## config.mk

```make
export PLATFORM = sky130hd
export DESIGN_NAME = scan_sequencer
export DESIGN_NICKNAME = d
export VERILOG_FILES = /design/src/shared/scan_seq_pkg.sv /design/src/hdl/trig_edge_detect.sv /design/src/hdl/scan_sequencer.sv
export SDC_FILE = /design/constraint.sdc
export NUM_CORES = 1
export LEC_CHECK = 0
export ABC_CLOCK_PERIOD_IN_PS = 13400
export CAP_MARGIN = 20
export CORE_MARGIN = 2
export CORE_UTILIZATION = 55
export DETAILED_ROUTE_END_ITERATION = 10
export DONT_BUFFER_PORTS = 1
export GPL_TIMING_DRIVEN = 0
export PLACE_DENSITY_LB_ADDON = 0.15
export REMOVE_ABC_BUFFERS = 1
export SETUP_SLACK_MARGIN = 0.15
export SLEW_MARGIN = 10
export SYNTH_ARGS = -nofsm -noshare
export SYNTH_HDL_FRONTEND = slang
export SYNTH_SLANG_ARGS = --single-unit
export TNS_END_PERCENT = 100
```

## constraint.sdc

```tcl
create_clock -name core_clk -period 13.4 [get_ports core_clk]
set_input_delay 2.68 -clock core_clk [delete_from_list [all_inputs] [get_ports core_clk]]
set_output_delay 2.68 -clock core_clk [all_outputs]
set_load 0.01 [all_outputs]
```

## src/shared/scan_seq_pkg.sv

```systemverilog
`default_nettype none
package scan_seq_pkg;
  // Scan step grid and derived cycle counts at 250 MHz.
  localparam int unsigned CLK_FREQ_HZ      = 250_000_000;
  localparam int unsigned STEP_TIME_US     = 1000;
  localparam int unsigned STEP_CYCLES      = (CLK_FREQ_HZ / 1_000_000) * STEP_TIME_US;
  localparam int unsigned STEP_CNT_W       = 18;
  localparam int unsigned MIN_TRIG_TIME_NS = 1000;
  localparam int unsigned MIN_TRIG_CYCLES  = (MIN_TRIG_TIME_NS * (CLK_FREQ_HZ / 1_000_000) + 999) / 1000;
  localparam int unsigned DUR_W            = 24;
  localparam int unsigned VOLT_W           = 21;

  // Reset-cause codes shown on the display.
  localparam logic [3:0] RC_NONE       = 4'h0;
  localparam logic [3:0] RC_UNDERVOLT  = 4'h1;
  localparam logic [3:0] RC_CLOCK      = 4'h2;
  localparam logic [3:0] RC_WATCHDOG   = 4'h3;
  localparam logic [3:0] RC_PIN        = 4'h4;
  localparam logic [3:0] RC_DEBUG_PORT = 4'h7;
  localparam logic [3:0] RC_FIRMWARE   = 4'h8;
  localparam logic [3:0] RC_PROG_PORT  = 4'hA;
  localparam logic [3:0] RC_TAMPER     = 4'hB;
  localparam logic [3:0] RC_UNKNOWN    = 4'hC;
  localparam logic [3:0] RC_LOCKUP     = 4'hD;
  localparam logic [3:0] RC_STOP_ACK   = 4'hE;

  // Reset-cause source bit positions.
  localparam int unsigned RS_UNDERVOLT  = 0;
  localparam int unsigned RS_CLOCK      = 1;
  localparam int unsigned RS_WATCHDOG   = 2;
  localparam int unsigned RS_PIN        = 3;
  localparam int unsigned RS_DEBUG_PORT = 4;
  localparam int unsigned RS_FIRMWARE   = 5;
  localparam int unsigned RS_PROG_PORT  = 6;
  localparam int unsigned RS_TAMPER     = 7;
  localparam int unsigned RS_LOCKUP     = 8;
  localparam int unsigned RS_STOP_ACK   = 9;
  localparam int unsigned RS_W          = 10;

  typedef enum logic [2:0] {
    ST_IDLE    = 3'b001,
    ST_ARMED   = 3'b010,
    ST_RUNNING = 3'b100
  } scan_state_e;
endpackage
`default_nettype wire

```

## src/hdl/trig_edge_detect.sv

```systemverilog
`timescale 1ns/1ps
`default_nettype none
module trig_edge_detect (
  input  wire logic core_clk,
  input  wire logic arst_n,
  input  wire logic ext_start_n,
  output logic      fall_pulse
);
  logic meta_ff;
  logic sync_ff;
  logic prev_ff;

  always_ff @(posedge core_clk or negedge arst_n) begin
    if (!arst_n) begin
      meta_ff <= 1'b1;
      sync_ff <= 1'b1;
      prev_ff <= 1'b1;
    end else begin
      meta_ff <= ext_start_n;
      sync_ff <= meta_ff;
      prev_ff <= sync_ff;
    end
  end

  // Falling edge from two consecutive synchronised samples.
  assign fall_pulse = prev_ff & ~sync_ff;
endmodule // trig_edge_detect
`default_nettype wire

```

## src/hdl/scan_sequencer.sv

```systemverilog
// Functional notes
// - External start is active low; a falling edge starts an armed scan.
// - External start edges count only while armed.
// - Busy output stays high while idle or armed.
// - Busy output stays low for the whole running scan.
// - Busy output goes low one clock after a start button or remote start, three clocks after an external start edge.
// - Running scan steps align to the 1 ms scan grid.
// - Single shot ends after one duration, or two when bidirectional.
// - Repeating scan runs until a halt request.
// - Cancel or remote idle request halts a running scan anytime.
// - Halt keeps output at last scan value and leaves it enabled.
// - Arm refused with range error when ranges differ.
// - Arm refused with output-off error when output disabled.
// - Arm refused with equal-endpoints error when begin equals end.
// - Interlock opening on high range with output on latches an error.
// - Reset cause reported as its numeric code.
// - Reset-cause code holds until cancel, then operation resumes.
// - Corrupt configuration error clears on a button, then defaults load.
// - Corrupt calibration error clears on a button, then nominal scale loads.
// - Out-of-range calibration adjustment is discarded with an error.
// - Failed program memory check blocks normal operation.
// - Further external start edges are ignored while running.
// - Successful arm sets output to begin voltage and waits armed.
// - Output advances one amplitude step per 1 ms slot.
`timescale 1ns/1ps
`default_nettype none
module scan_sequencer
  import scan_seq_pkg::*;
#(
  parameter int unsigned STEP_CYC = STEP_CYCLES,
  parameter int unsigned VW       = VOLT_W,
  parameter int unsigned DW       = DUR_W
) (
  input  wire logic                  core_clk,
  input  wire logic                  arst_n,
  input  wire logic                  ext_start_n,
  input  wire logic                  start_btn,
  input  wire logic                  start_remote,
  input  wire logic                  scan_arm_state_cmd,
  input  wire logic                  cancel_btn,
  input  wire logic                  idle_remote,
  input  wire logic                  any_btn,
  input  wire logic                  remote_data,
  input  wire logic                  output_on,
  input  wire logic [1:0]            output_range,
  input  wire logic [1:0]            scan_range,
  input  wire logic                  bidir,
  input  wire logic                  repeat_mode,
  input  wire logic [VW-1:0]         v_begin,
  input  wire logic [VW-1:0]         v_end,
  input  wire logic [VW-1:0]         v_step,
  input  wire logic [DW-1:0]         duration_ms,
  input  wire logic                  interlock_closed,
  input  wire logic                  cal_adjust_req,
  input  wire logic                  cal_adjust_ovr,
  input  wire logic                  cfg_corrupt,
  input  wire logic                  cal_corrupt,
  input  wire logic                  prog_check_ok,
  input  wire logic                  selftest_done,
  input  wire logic [RS_W-1:0]       reset_src,
  output logic                       busy_n,
  output logic                       armed,
  output logic [VW-1:0]              v_out,
  output logic                       v_out_en,
  output logic                       err_range,
  output logic                       err_out_off,
  output logic                       err_equal,
  output logic                       err_interlock,
  output logic                       err_cfg,
  output logic                       err_cal,
  output logic                       err_cal_adj,
  output logic                       err_prog,
  output logic [3:0]                 reset_code,
  output logic                       load_defaults,
  output logic                       load_nominal,
  output logic                       cal_commit,
  output logic                       normal_op
);
  localparam logic [1:0] RANGE_HIGH = 2'h2;

  scan_state_e           state_ff, nxt_state;
  logic [STEP_CNT_W-1:0] step_cnt_ff;
  logic [DW:0]           slot_ff;
  logic                  down_ff;
  logic [VW-1:0]         v_out_ff;
  logic [3:0]            rc_ff;
  logic                  pwr_done_ff;
  logic                  ext_fall;

  trig_edge_detect u_trig (
    .core_clk   (core_clk),
    .arst_n     (arst_n),
    .ext_start_n(ext_start_n),
    .fall_pulse (ext_fall)
  );

  function automatic logic [3:0] cause_code(input logic [RS_W-1:0] s);
    if (s[RS_UNDERVOLT]) return RC_UNDERVOLT;
    else if (s[RS_CLOCK]) return RC_CLOCK;
    else if (s[RS_WATCHDOG]) return RC_WATCHDOG;
    else if (s[RS_PIN]) return RC_PIN;
    else if (s[RS_DEBUG_PORT]) return RC_DEBUG_PORT;
    else if (s[RS_FIRMWARE]) return RC_FIRMWARE;
    else if (s[RS_PROG_PORT]) return RC_PROG_PORT;
    else if (s[RS_TAMPER]) return RC_TAMPER;
    else if (s[RS_LOCKUP]) return RC_LOCKUP;
    else if (s[RS_STOP_ACK]) return RC_STOP_ACK;
    else return RC_UNKNOWN;
  endfunction

  wire ops_ok     = normal_op & (rc_ff == RC_NONE);
  wire range_bad  = output_range != scan_range;
  wire off_bad    = ~output_on;
  wire equal_bad  = v_begin == v_end;
  wire arm_try    = ops_ok & scan_arm_state_cmd & (state_ff == ST_IDLE);
  wire arm_ok     = arm_try & ~range_bad & ~off_bad & ~equal_bad;
  wire start_any  = (state_ff == ST_ARMED) & (start_btn | start_remote | ext_fall);
  wire halt_req   = cancel_btn | idle_remote;
  wire slot_tick  = step_cnt_ff == STEP_CNT_W'(STEP_CYC - 1);
  wire [DW:0] total_slots = bidir ? {duration_ms, 1'b0} : {1'b0, duration_ms};
  wire last_slot  = slot_tick & (slot_ff + 1'b1 >= total_slots);
  wire natural_end = last_slot & ~repeat_mode;
  wire half_turn  = slot_tick & bidir & (slot_ff + 1'b1 == {1'b0, duration_ms});

  always_comb begin
    nxt_state = state_ff;
    case (state_ff)
      ST_IDLE: begin
        if (arm_ok) nxt_state = ST_ARMED;
      end
      ST_ARMED: begin
        if (cancel_btn | idle_remote) nxt_state = ST_IDLE;
        else if (start_any) nxt_state = ST_RUNNING;
      end
      ST_RUNNING: begin
        if (halt_req | natural_end) nxt_state = ST_IDLE;
      end
      default: nxt_state = ST_IDLE;
    endcase
  end

  // Step voltage toward the current target, clamping at the endpoint.
  function automatic logic [VW-1:0] step_to(input logic [VW-1:0] v, input logic [VW-1:0] tgt,
                                            input logic [VW-1:0] st);
    logic signed [VW:0] d;
    d = $signed({tgt[VW-1], tgt}) - $signed({v[VW-1], v});
    if (d > $signed({1'b0, st})) return VW'(v + st);
    else if (-d > $signed({1'b0, st})) return VW'(v - st);
    else return tgt;
  endfunction

  wire [VW-1:0] tgt = down_ff ? v_begin : v_end;

  always_ff @(posedge core_clk or negedge arst_n) begin
    if (!arst_n) begin
      state_ff <= ST_IDLE;
      busy_n   <= 1'b1;
      armed    <= 1'b0;
    end else begin
      state_ff <= nxt_state;
      busy_n   <= ~(nxt_state == ST_RUNNING);
      armed    <= nxt_state == ST_ARMED;
    end
  end

  // The slot counter restarts at the start, putting steps on a 1 ms grid.
  always_ff @(posedge core_clk or negedge arst_n) begin
    if (!arst_n) begin
      step_cnt_ff <= '0;
      slot_ff     <= '0;
      down_ff     <= 1'b0;
    end else if (state_ff != ST_RUNNING) begin
      step_cnt_ff <= '0;
      slot_ff     <= '0;
      down_ff     <= 1'b0;
    end else if (slot_tick) begin
      step_cnt_ff <= '0;
      slot_ff     <= last_slot ? '0 : slot_ff + 1'b1;
      down_ff     <= last_slot ? 1'b0 : (half_turn ? 1'b1 : down_ff);
    end else begin
      step_cnt_ff <= step_cnt_ff + 1'b1;
    end
  end

  always_ff @(posedge core_clk or negedge arst_n) begin
    if (!arst_n) begin
      v_out_ff <= '0;
    end else if (arm_ok) begin
      v_out_ff <= v_begin;
    end else if (state_ff == ST_RUNNING && slot_tick && !halt_req) begin
      v_out_ff <= (last_slot & repeat_mode & ~bidir) ? v_begin : step_to(v_out_ff, tgt, v_step);
    end
  end
  // Halting never touches the value or enable, so both hold.
  assign v_out = v_out_ff;

  always_ff @(posedge core_clk or negedge arst_n) begin
    if (!arst_n) begin
      v_out_en <= 1'b0;
    end else begin
      v_out_en <= output_on;
    end
  end

  // Arm errors are one-cycle pulses on a refused attempt.
  always_ff @(posedge core_clk or negedge arst_n) begin
    if (!arst_n) begin
      err_range   <= 1'b0;
      err_out_off <= 1'b0;
      err_equal   <= 1'b0;
      err_cal_adj <= 1'b0;
      cal_commit  <= 1'b0;
    end else begin
      err_range   <= arm_try & range_bad;
      err_out_off <= arm_try & off_bad;
      err_equal   <= arm_try & equal_bad;
      err_cal_adj <= cal_adjust_req & cal_adjust_ovr;
      cal_commit  <= cal_adjust_req & ~cal_adjust_ovr;
    end
  end

  wire ilk_event = output_on & (output_range == RANGE_HIGH) & ~interlock_closed;

  always_ff @(posedge core_clk or negedge arst_n) begin
    if (!arst_n) begin
      err_interlock <= 1'b0;
    end else if (ilk_event) begin
      err_interlock <= 1'b1;
    end else if (any_btn | remote_data) begin
      err_interlock <= 1'b0;
    end
  end

  // Power-up checks: sampled once when self-test completes.
  always_ff @(posedge core_clk or negedge arst_n) begin
    if (!arst_n) begin
      pwr_done_ff   <= 1'b0;
      err_cfg       <= 1'b0;
      err_cal       <= 1'b0;
      err_prog      <= 1'b0;
      rc_ff         <= RC_NONE;
      load_defaults <= 1'b0;
      load_nominal  <= 1'b0;
      normal_op     <= 1'b0;
    end else begin
      load_defaults <= 1'b0;
      load_nominal  <= 1'b0;
      if (!pwr_done_ff && selftest_done) begin
        pwr_done_ff <= 1'b1;
        err_prog    <= ~prog_check_ok;
        err_cfg     <= cfg_corrupt;
        err_cal     <= cal_corrupt;
        rc_ff       <= (reset_src != '0) ? cause_code(reset_src) : RC_NONE;
      end else if (pwr_done_ff && !err_prog) begin
        if (err_cfg && any_btn) begin
          err_cfg       <= 1'b0;
          load_defaults <= 1'b1;
        end
        if (err_cal && any_btn) begin
          err_cal      <= 1'b0;
          load_nominal <= 1'b1;
        end
        if (rc_ff != RC_NONE && cancel_btn) rc_ff <= RC_NONE;
        normal_op <= ~err_cfg & ~err_cal & (rc_ff == RC_NONE);
      end
    end
  end
  assign reset_code = rc_ff;
endmodule // scan_sequencer
`default_nettype wire

```

==> reports/qor.yml, run 1 <==
outcome: "finished, final reports clean"
path_cells: "mux2i_1 -> inv_1 -> ha_1 -> nand2b_1 -> a211o_1 -> a21oi_1 -> o21a_1 -> a21oi_1 -> or2_2 -> or3_1 -> nor2_1 -> xnor2_1 -> ha_1 -> a21o_1 -> a21o_1 -> a2111oi_0 -> nor4b_1 -> o22ai_1 -> o21ai_0 -> nor2b_1 -> and3_1 -> nor3_1 -> mux2_2 -> o21ai_1"
grt_pass1_vias: 9865
multi_input_area_mm2: 0.00840
async_flop_share_pct: 100
start_util_pct: 55.8
drtIter0Drc: 782
period_share_pct: 68.3
postRouteAntennaNets: 0
die_h_um: 147
synth-compound-area-share_pct: 21.2
hpwl_mm: 26.3
yosys-mux-area-fraction_pct: 4.96
syn_area_per_cell_um2: 7.89
endpoint_kind: "register"
synth_top_area_cell: "dfrtp_1"
drc: 0
cp.arrival_ns: 9.44
power_density_mw_per_mm2: 199
drive_above_1_share_pct: 5.34
cts.clk_slew.worst_paths_ns: 0.08
vias_per_cell: 6.23
regArea_mm2: 0.00228
setup_violations: 0
synthDistinctLibCells: 77
post-place-ws_ns: 3.94
synth_edf_count: 0
clock-sinks: 91
cts_tree: "yes"
grt_use_total_pct: 30.2
synth_top_family_by_area: "simple AND/OR/NAND/NOR gates"
synth_top_area_share_pct: 19.2
yosys_most_used_dff: "dfrtp_1"
cts_made_buffers: 9
fp.dieW_um: 147
start_kind: "primary input"
hold_path.class: "register to register"
port_buffers: 0
syn_area_mm2: 0.0112
tns_ns: 0
cts_buffer_depth: 2
diodes: 0
peakVddDrop_mv: 0.163
antenna_found_initial: 0
power.leakage_nw: 5.13
synthXorXnorAreaFrac_pct: 11.5
cpPeakStageDelay_ns: 0.88
layout_setup_ws_ns: 4.25
synth-seq-cells: 91
rsz0062_at_grt: "no"
via_count: 10300
cts_root_buffer: "clkbuf_16"
rows: 52
fillCellCount: 1933
grt-ovfl-total: 0
final_area_mm2: 0.0117
crit_path_top_delay_cell: "nor3_1"
clk_latency_ns: 0.35
period_minus_slack_ns: 9.15
power_mw: 2.33
yosys-top-cells-area: "dfrtp_1 (19%), ha_1 (14%), xnor2_1 (7.3%), nor2_1 (4.7%), a21oi_1 (4.4%)"
synth_cells: 1423
place_area_mm2: 0.0114
firstDrtPassIters: 5
hold_buffers: 0
slew_violations: 0
yosys.area_share.simple_pct: 21.8
required_ns: 13.68
drt-wirelength-per-cell_um: 19.9
path_max_fanout: 15
drv_cap: 0
htree_levels: 3
area_growth_pct: 4.15
final_hold_viol_count: 0
final_core_util_pct: 58.2
nets: 1635
grt_max_degree: 92
drt_wl_total_mm: 32.9
die_area_mm2: 0.0216
fmax_mhz: 109
synthAdderAreaFrac_pct: 15.0
relSlewSlack_pct: 29.6
cts_resized: 0
ys_seq_area_share_pct: 20.3
worst_pin_slew_ns: 1.05
worstSetupPathType: "primary input to register"
yosysWarnings: 0
finClkSkew_ns: 0.00953
cts_setup_buffers: 0
gp_congestion: 0.944
grt_pass1_wl_mm: 51.9
ioPinCount: 161
core_area_mm2: 0.0201
-- cells in the final DEF, fill, tap and decap left out, types with 5 or more instances in the layout --
cell type  netlist  layout
nand4_1         25      25
nor4_1          19      19
or2_2           10      10
nand3_1         44      44
or3_1           17      17
or4_1            9       9
and2_1          10      10
o211ai_1        12      12
a21oi_1         98      97
nor3_1          44      44
clkbuf_16        0       9
a31oi_1          7       6
a211o_1         11      11
a211oi_1        21      20
a221oi_1         5       5
o31a_1           5       5
and3_1          21      21
inv_1           94      94
nand2_1         89      89
o31ai_1         23      23
o21bai_1         7       7
ha_1           130     130
mux2i_1         32      32
xor2_1          53      53
xnor2_1         94      94
o21ai_0         82      82
dfstp_2          5       5
mux2_2          21      21
nor4b_1          5       5
nor2b_1         19      19
a31o_2           5       5
a21o_1          30      30
nor2_1         142     141
o21a_1           5       5
nand2b_1        20      20
dfrtp_1         86      86
-- layout make-up --
class / count / area share (%)
Clock buffer: 10 / 2.04
Clock inverter: 6 / 0.449
Sequential cell: 91 / 19.5
Timing Repair Buffer: 2 / 0.193
Tap cell: 270 / 2.89
Multi-Input combinational cell: 1183 / 71.9
Inverter: 94 / 3.02
-- per-stage QoR --
step           hold WS [ns]  cells
6_report              0.374   1656
2_1_floorplan         0.345   1368
4_1_cts               0.375   1655
3_3_place_gp          0.358   1638
5_1_grt               0.377   1656
3_5_place_dp          0.359   1639
-- cell usage after synthesis (9+ instances only) --
library cell / number
or3_1: 17
inv_1: 94
a211o_1: 11
dfrtp_1: 86
or2_2: 10
o31ai_1: 23
nor2b_1: 19
and3_1: 21
nor2_1: 142
nand4_1: 25
o211ai_1: 12
xnor2_1: 94
xor2_1: 53
or4_1: 9
o21ai_0: 82
nor4_1: 19
mux2_2: 21
a21o_1: 30
nor3_1: 44
ha_1: 130
mux2i_1: 32
a211oi_1: 21
clkbuf_1: 49
nand2_1: 89
a21oi_1: 98
and2_1: 10
nand2b_1: 20
nand3_1: 44
-- logic make-up after synthesis --
family | count (synthesis)
DFF | 91
AOI/OAI and AO/OA | 361
adders and majority gates | 133
and+or+nand+nor | 489
xor gates and xnor gates | 147
buffers and inverters | 149
muxes | 53
-- sequential cells by signal (all words and copies together), names as in the netlist, 3 cells and up --
| register | count |
|---|---|
| state_ff | 3 |
| reset_code | 4 |
| slot_ff | 25 |
| v_out | 21 |
| step_cnt_ff | 18 |
-- power by group --
group | internal (mW) | total [mW] | switching, mW
clock | 0.135 | 0.258 | 0.123
combinational | 0.661 | 1.68 | 1.02
sequential | 0.309 | 0.393 | 0.0839
-- path summary, 6_finish.rpt --
check                                     from  depth (start not counted)  slack, ns        endpoint
worst max register to register         down_ff                         23       5.37        v_out[0]
worst min register to register  u_trig.sync_ff                          0       0.37  u_trig.prev_ff
max in group asynchronous               arst_n                          0      11.15  u_trig.prev_ff
worst min-delay path            u_trig.sync_ff                          0       0.37  u_trig.prev_ff
min in group asynchronous               arst_n                          0       2.02     slot_ff[14]
worst max-delay path                v_begin[1]                         24       4.25        v_out[0]
-- per-layer routing --
layer  GRT usage (%)  share of wire [%]
met1            41.4                 44
met2            48.7                 45
met3            7.67                9.4
met4            6.07                1.6
met5               0                  0
-- worst max-delay path: cells and delay by family --
family,cells,cell delay [ns]
xor gates and xnor gates,1,0.13
muxes,2,0.69
AOI/OAI and AO/OA,10,2.61
buffers and inverters,1,0.11
adders and majority gates,2,0.55
and+or+nand+nor,8,2.65
Note: power is estimated with default switching activity, not from simulation.
==> inputs of run 2 (changes only) <==
--- a/config.mk
+++ b/config.mk
@@ -5,7 +5,7 @@
 export SDC_FILE = /design/constraint.sdc
 export NUM_CORES = 1
 export LEC_CHECK = 0
-export ABC_CLOCK_PERIOD_IN_PS = 13400
+export ABC_CLOCK_PERIOD_IN_PS = 8300
 export CAP_MARGIN = 20
 export CORE_MARGIN = 2
 export CORE_UTILIZATION = 55
==> constraint.sdc (replaced) <==
create_clock -name core_clk -period 8.3 [get_ports core_clk]
set_input_delay 1.66 -clock core_clk [delete_from_list [all_inputs] [get_ports core_clk]]
set_output_delay 1.66 -clock core_clk [all_outputs]
set_load 0.01 [all_outputs]
==> reports/qor.yml, run 2 (same netlist as run 1, synthesis figures left out) <==
final_hold_viol_count: 0
clk_latency_ns: 0.35
finClkSkew_ns: 0.0105
via_count: 10400
power.leakage_nw: 5.13
diodes: 0
crit_path_top_delay_cell: "nor4_1"
reg2reg_from: "down_ff"
cts_root_buffer: "clkbuf_16"
crit_start: "v_begin[5]"
cts.clk_slew.worst_paths_ns: 0.08
period_minus_slack_ns: 7.71
worst-r2r-setup-slack_ns: 0.72
setup_violations: 0
drive_above_1_share_pct: 5.48
port_buffers: 0
rsz0062_at_grt: "no"
hold_path.class: "register to register"
crit_path_end: "v_out[0]"
regToRegEndpoint: "v_out[0]"
grt_max_degree: 92
cpPeakStageDelay_ns: 0.56
fp.dieW_um: 147
path_cells: "mux2_2 -> ha_1 -> nor3b_1 -> a311oi_2 -> o311ai_2 -> nor4_1 -> nand2_1 -> or2_2 -> or3_1 -> nor3_1 -> xnor2_1 -> ha_1 -> a21o_1 -> a2111oi_0 -> nor4b_1 -> o22ai_1 -> o21ai_0 -> nor2b_1 -> and3_1 -> nor3_2 -> mux2_2 -> o21ai_1"
period_share_pct: 92.9
antenna_found_initial: 0
grt_use_total_pct: 30.2
cp.arrival_ns: 7.99
relSlewSlack_pct: 31.1
hpwl_mm: 26.3
cts_tree: "yes"
outcome: "finished, final reports clean"
start_kind: "primary input"
slew_violations: 0
ioPinCount: 161
gp_congestion: 0.944
final_common_cell: "nor2_1"
required_ns: 8.58
path_buf_inv: 0
min-delay-start: "u_trig.sync_ff"
hold_depth: 0
tns_ns: 0
reg2reg_depth: 22
largest_reg_flops: 25
grt_pass1_wl_mm: 51.9
hold_buffers: 0
fmax_mhz: 130
firstDrtPassIters: 5
cts_made_buffers: 9
place_area_mm2: 0.0114
fillCellCount: 1932
drc: 0
drt-wirelength-per-cell_um: 19.8
final_area_mm2: 0.0117
grt_pass1_vias: 9865
largest_register: "slot_ff"
whs_ns: 0.375
clock-sinks: 91
cts_buffer_depth: 2
worstSetupPathType: "primary input to register"
rows: 52
nets: 1635
die_area_mm2: 0.0216
worst_pin_slew_ns: 1.03
path_depth: 22
endpoint_kind: "register"
drt_wl_total_mm: 32.8
die_h_um: 147
power_mw: 3.76
drv_cap: 0
core_area_mm2: 0.0201
start_util_pct: 55.8
peakVddDrop_mv: 0.245
cp_top_family: "simple AND/OR/NAND/NOR gates"
postRouteAntennaNets: 0
grt-ovfl-total: 0
path_max_fanout: 15
vias_per_cell: 6.25
layout_common_cells: "nor2_1 (141), ha_1 (130), a21oi_1 (96)"
area_growth_pct: 4.22
htree_levels: 3
drtIter0Drc: 854
power_density_mw_per_mm2: 321
-- run 2: cell type report --
| cell class | count | area [µm²] | share of cell area [%] |
|---|---|---|---|
| clock buffer | 10 | 239 | 2.04 |
| clock inverter | 6 | 52.6 | 0.449 |
| inverter | 94 | 353 | 3.02 |
| multi-input combinational | 1183 | 8410 | 71.9 |
| sequential | 91 | 2280 | 19.5 |
| tap | 270 | 338 | 2.89 |
| timing repair buffer | 2 | 22.5 | 0.192 |
-- run 2: through the flow --
| step | instances | util [%] | setup slack (ns) |
|---|---|---|---|
| 2_1_floorplan | 1368 | - | 1.14 |
| 3_3_place_gp | 1638 | 56.4 | -1.90 |
| 3_5_place_dp | 1639 | 56.7 | -0.140 |
| 4_1_cts | 1655 | 58.1 | 0.214 |
| 5_1_grt | 1656 | 58.2 | 0.176 |
| 6_report | 1656 | 58.2 | 0.591 |
-- run 2: metal layers --
metal  up-vias  GRT usage, %  share of wire [%]
li1       5064             -                  -
met1      4879          41.4                 44
met2       374          48.7                 45
met3        37          7.67                9.1
met4         0          6.07                1.4
met5         -             0                  0
-- run 2: worst min path at each step --
stage / slack [ns] / endpoint
after floorplan: 0.35 / u_trig.sync_ff
after global placement: 0.36 / u_trig.prev_ff
after detailed placement: 0.36 / u_trig.prev_ff
after CTS: 0.38 / u_trig.prev_ff
after global routing: 0.38 / u_trig.sync_ff
final: 0.37 / u_trig.prev_ff
-- run 2: repair_timing --
| action | 4_1_cts | 5_1_grt |
|---|---|---|
| setup buffers | 0 | 0 |
| gates resized for setup | 0 | 2 |
| endpoints found under the hold margin | 0 | 0 |
| setup endpoints to repair | 0 | 12 |
-- run 2: where the power goes --
group          switching (mW)  internal, mW  leakage [nW]
logic                    1.64          1.07          3.78
clock network           0.197         0.218         0.143
registers               0.135         0.499          1.20
-- run 2: worst reg2reg max path, delay by kind of cell (launching register included) --
| family | cells | cell delay (ns) |
|---|---|---|
| AOI/OAI and AO/OA | 7 | 1.59 |
| xor gates and xnor gates | 1 | 0.15 |
| adders and majority gates | 2 | 0.67 |
| DFF | 1 | 1.00 |
| muxes | 2 | 0.86 |
| and+or+nand+nor | 10 | 3.23 |
==> inputs of run 3 (changes only) <==
--- a/config.mk
+++ b/config.mk
@@ -8,7 +8,7 @@
 export ABC_CLOCK_PERIOD_IN_PS = 8300
 export CAP_MARGIN = 20
 export CORE_MARGIN = 2
-export CORE_UTILIZATION = 55
+export CORE_UTILIZATION = 30
 export DETAILED_ROUTE_END_ITERATION = 10
 export DONT_BUFFER_PORTS = 1
 export GPL_TIMING_DRIVEN = 0
==> reports/qor.yml, run 3 (same netlist as run 1, synthesis figures left out) <==
slew_violations: 0
ioPinCount: 161
drc: 0
port_buffers: 0
drt-wirelength-per-cell_um: 20.8
clk_latency_ns: 0.36
gp_congestion: 0.878
diodes: 0
path_max_fanout: 15
final_hold_viol_count: 0
cts_root_buffer: "clkbuf_16"
firstDrtPassIters: 5
reg2reg_from: "down_ff"
cts_resized: 0
fin_cells: 1855
via_count: 10300
layout_common_cells: "nor2_1 (140), ha_1 (130), a21oi_1 (96)"
start_kind: "primary input"
power_switching_share_pct: 52.8
clock-sinks: 91
postRouteAntennaNets: 0
peakVddDrop_mv: 0.205
grt_pass1_vias: 10000
nets: 1636
power.switching_mw: 2.06
regArea_mm2: 0.00228
clkPwrFrac_pct: 12.1
whs_endpoint: "u_trig.sync_ff"
htree_levels: 3
setup_violations: 0
gr-usage-met1_pct: 29.0
relSlewSlack_pct: 28.3
power_mw: 3.90
met3_usage_pct: 4.80
busiest_layer: "met2"
hold_path.class: "register to register"
hold_depth: 0
grt-ovfl-total: 0
antenna_found_initial: 0
regToRegEndpoint: "v_out[0]"
dp_cells: 1839
rsz0062_at_grt: "no"
grt_max_degree: 92
power.leakage_nw: 5.15
cts_buffer_depth: 2
multi_input_area_mm2: 0.00842
start_util_pct: 30.6
met2_usage_pct: 30.3
power_density_mw_per_mm2: 325
area_growth_pct: 6.97
die_h_um: 197
p_seq_share_pct: 16.7
cp.arrival_ns: 7.98
largest_reg_flops: 25
core_area_mm2: 0.0367
cts_made_buffers: 9
combPwrFrac_pct: 71.3
fp.dieW_um: 197
fillCellCount: 3924
drv_cap: 0
worst-r2r-setup-slack_ns: 0.98
drtIter0Drc: 681
period_share_pct: 92.6
reg2reg_depth: 24
min-delay-start: "u_trig.meta_ff"
outcome: "finished, final reports clean"
hold_buffers: 0
cts.clk_slew.worst_paths_ns: 0.08
p_int_mw: 1.84
endpoint_kind: "register"
required_ns: 8.59
cts_setup_buffers: 0
cts_tree: "yes"
worstSetupPathType: "primary input to register"
rows: 70
period_minus_slack_ns: 7.69
fmax_mhz: 130
largest_register: "slot_ff"
final_common_cell: "nor2_1"
die_area_mm2: 0.0390
post-place-ws_ns: 0.0550
worst_pin_slew_ns: 1.06
drive_above_1_share_pct: 5.84
layout_setup_ws_ns: 0.613
grt_pass1_wl_mm: 59.8
vias_per_cell: 5.56
hpwl_mm: 31.6
finClkSkew_ns: 0.0140
grt_use_total_pct: 20.0
drt_wl_total_mm: 38.7
run 3: cell count changes in the layout (fill, tap and decap cells not counted), sizes merged:
| cell | previous run | this run |
|---|---|---|
| bufinv | 0 | 2 |
| buf | 2 | 3 |
| clkinv | 1 | 2 |
| inv | 98 | 96 |
| clkbuf | 10 | 9 |
run 3: worst max path at each step:
stage                     startpoint         to  slack [ns]  depth (start not counted)
final                     v_begin[1]   v_out[0]        0.61                         24
after global routing      v_begin[5]   v_out[0]        0.23                         22
after global placement    v_begin[1]  v_out[18]       -1.68                         19
after detailed placement  v_begin[1]   v_out[0]        0.06                         24
after CTS                 v_begin[1]   v_out[0]        0.38                         24
after floorplan           v_begin[1]  v_out[17]        1.14                         21
run 3: power by group through the flow:
stage	Clock (mW)	Sequential, mW	Combinational [mW]
CTS	0.487	0.656	2.74
finish	0.471	0.650	2.78
detailed placement	0	0.666	2.72
global route	0.502	0.661	3.09
floorplan	0	0.593	1.99
global placement	0	0.667	2.67
run 3: final cells by class:
cell class,instances,area share [%]
Sequential cell,91,19.0
Tap cell,468,4.88
Clock inverter,7,0.823
Inverter,94,2.94
Clock buffer,9,1.88
Timing Repair Buffer,3,0.354
Multi-Input combinational cell,1183,70.1
run 3: routing by layer:
metal | part of all wire [%] | vias to the layer above | routed length, µm
met4 | 1.3 | 0 | 506
met1 | 49 | 4911 | 19100
met5 | 0 | - | 0
li1 | - | 5074 | -
met2 | 42 | 293 | 16300
met3 | 7.1 | 28 | 2740
run 3: critical path: stages:
cell,delay [ns]
mux2i_1,0.27
inv_1,0.11
ha_1,0.30
nand2b_1,0.11
a211o_1,0.37
a21oi_1,0.54
o21a_1,0.23
a21oi_1,0.13
or2_2,0.33
or3_1,0.46
nor2_1,0.16
xnor2_1,0.16
ha_1,0.28
a21o_1,0.19
a21o_1,0.17
a2111oi_0,0.42
nor4b_1,0.11
o22ai_1,0.15
o21ai_0,0.21
nor2b_1,0.21
and3_2,0.35
nor3_2,0.53
mux2_2,0.40
o21ai_1,0.12
run 3: through the flow:
| step | TNS, ns | area, µm² | hold slack (ns) | utilization [%] |
|---|---|---|---|---|
| 6_report | 0 | 12000 | 0.371 | 32.7 |
| 5_1_grt | 0 | 12000 | 0.377 | 32.7 |
| 4_1_cts | 0 | 12000 | 0.375 | 32.7 |
| 3_5_place_dp | 0 | 11700 | 0.366 | 31.8 |
| 3_3_place_gp | -21.53 | 11600 | 0.366 | 31.6 |
| 2_1_floorplan | 0 | 11000 | 0.345 | - |
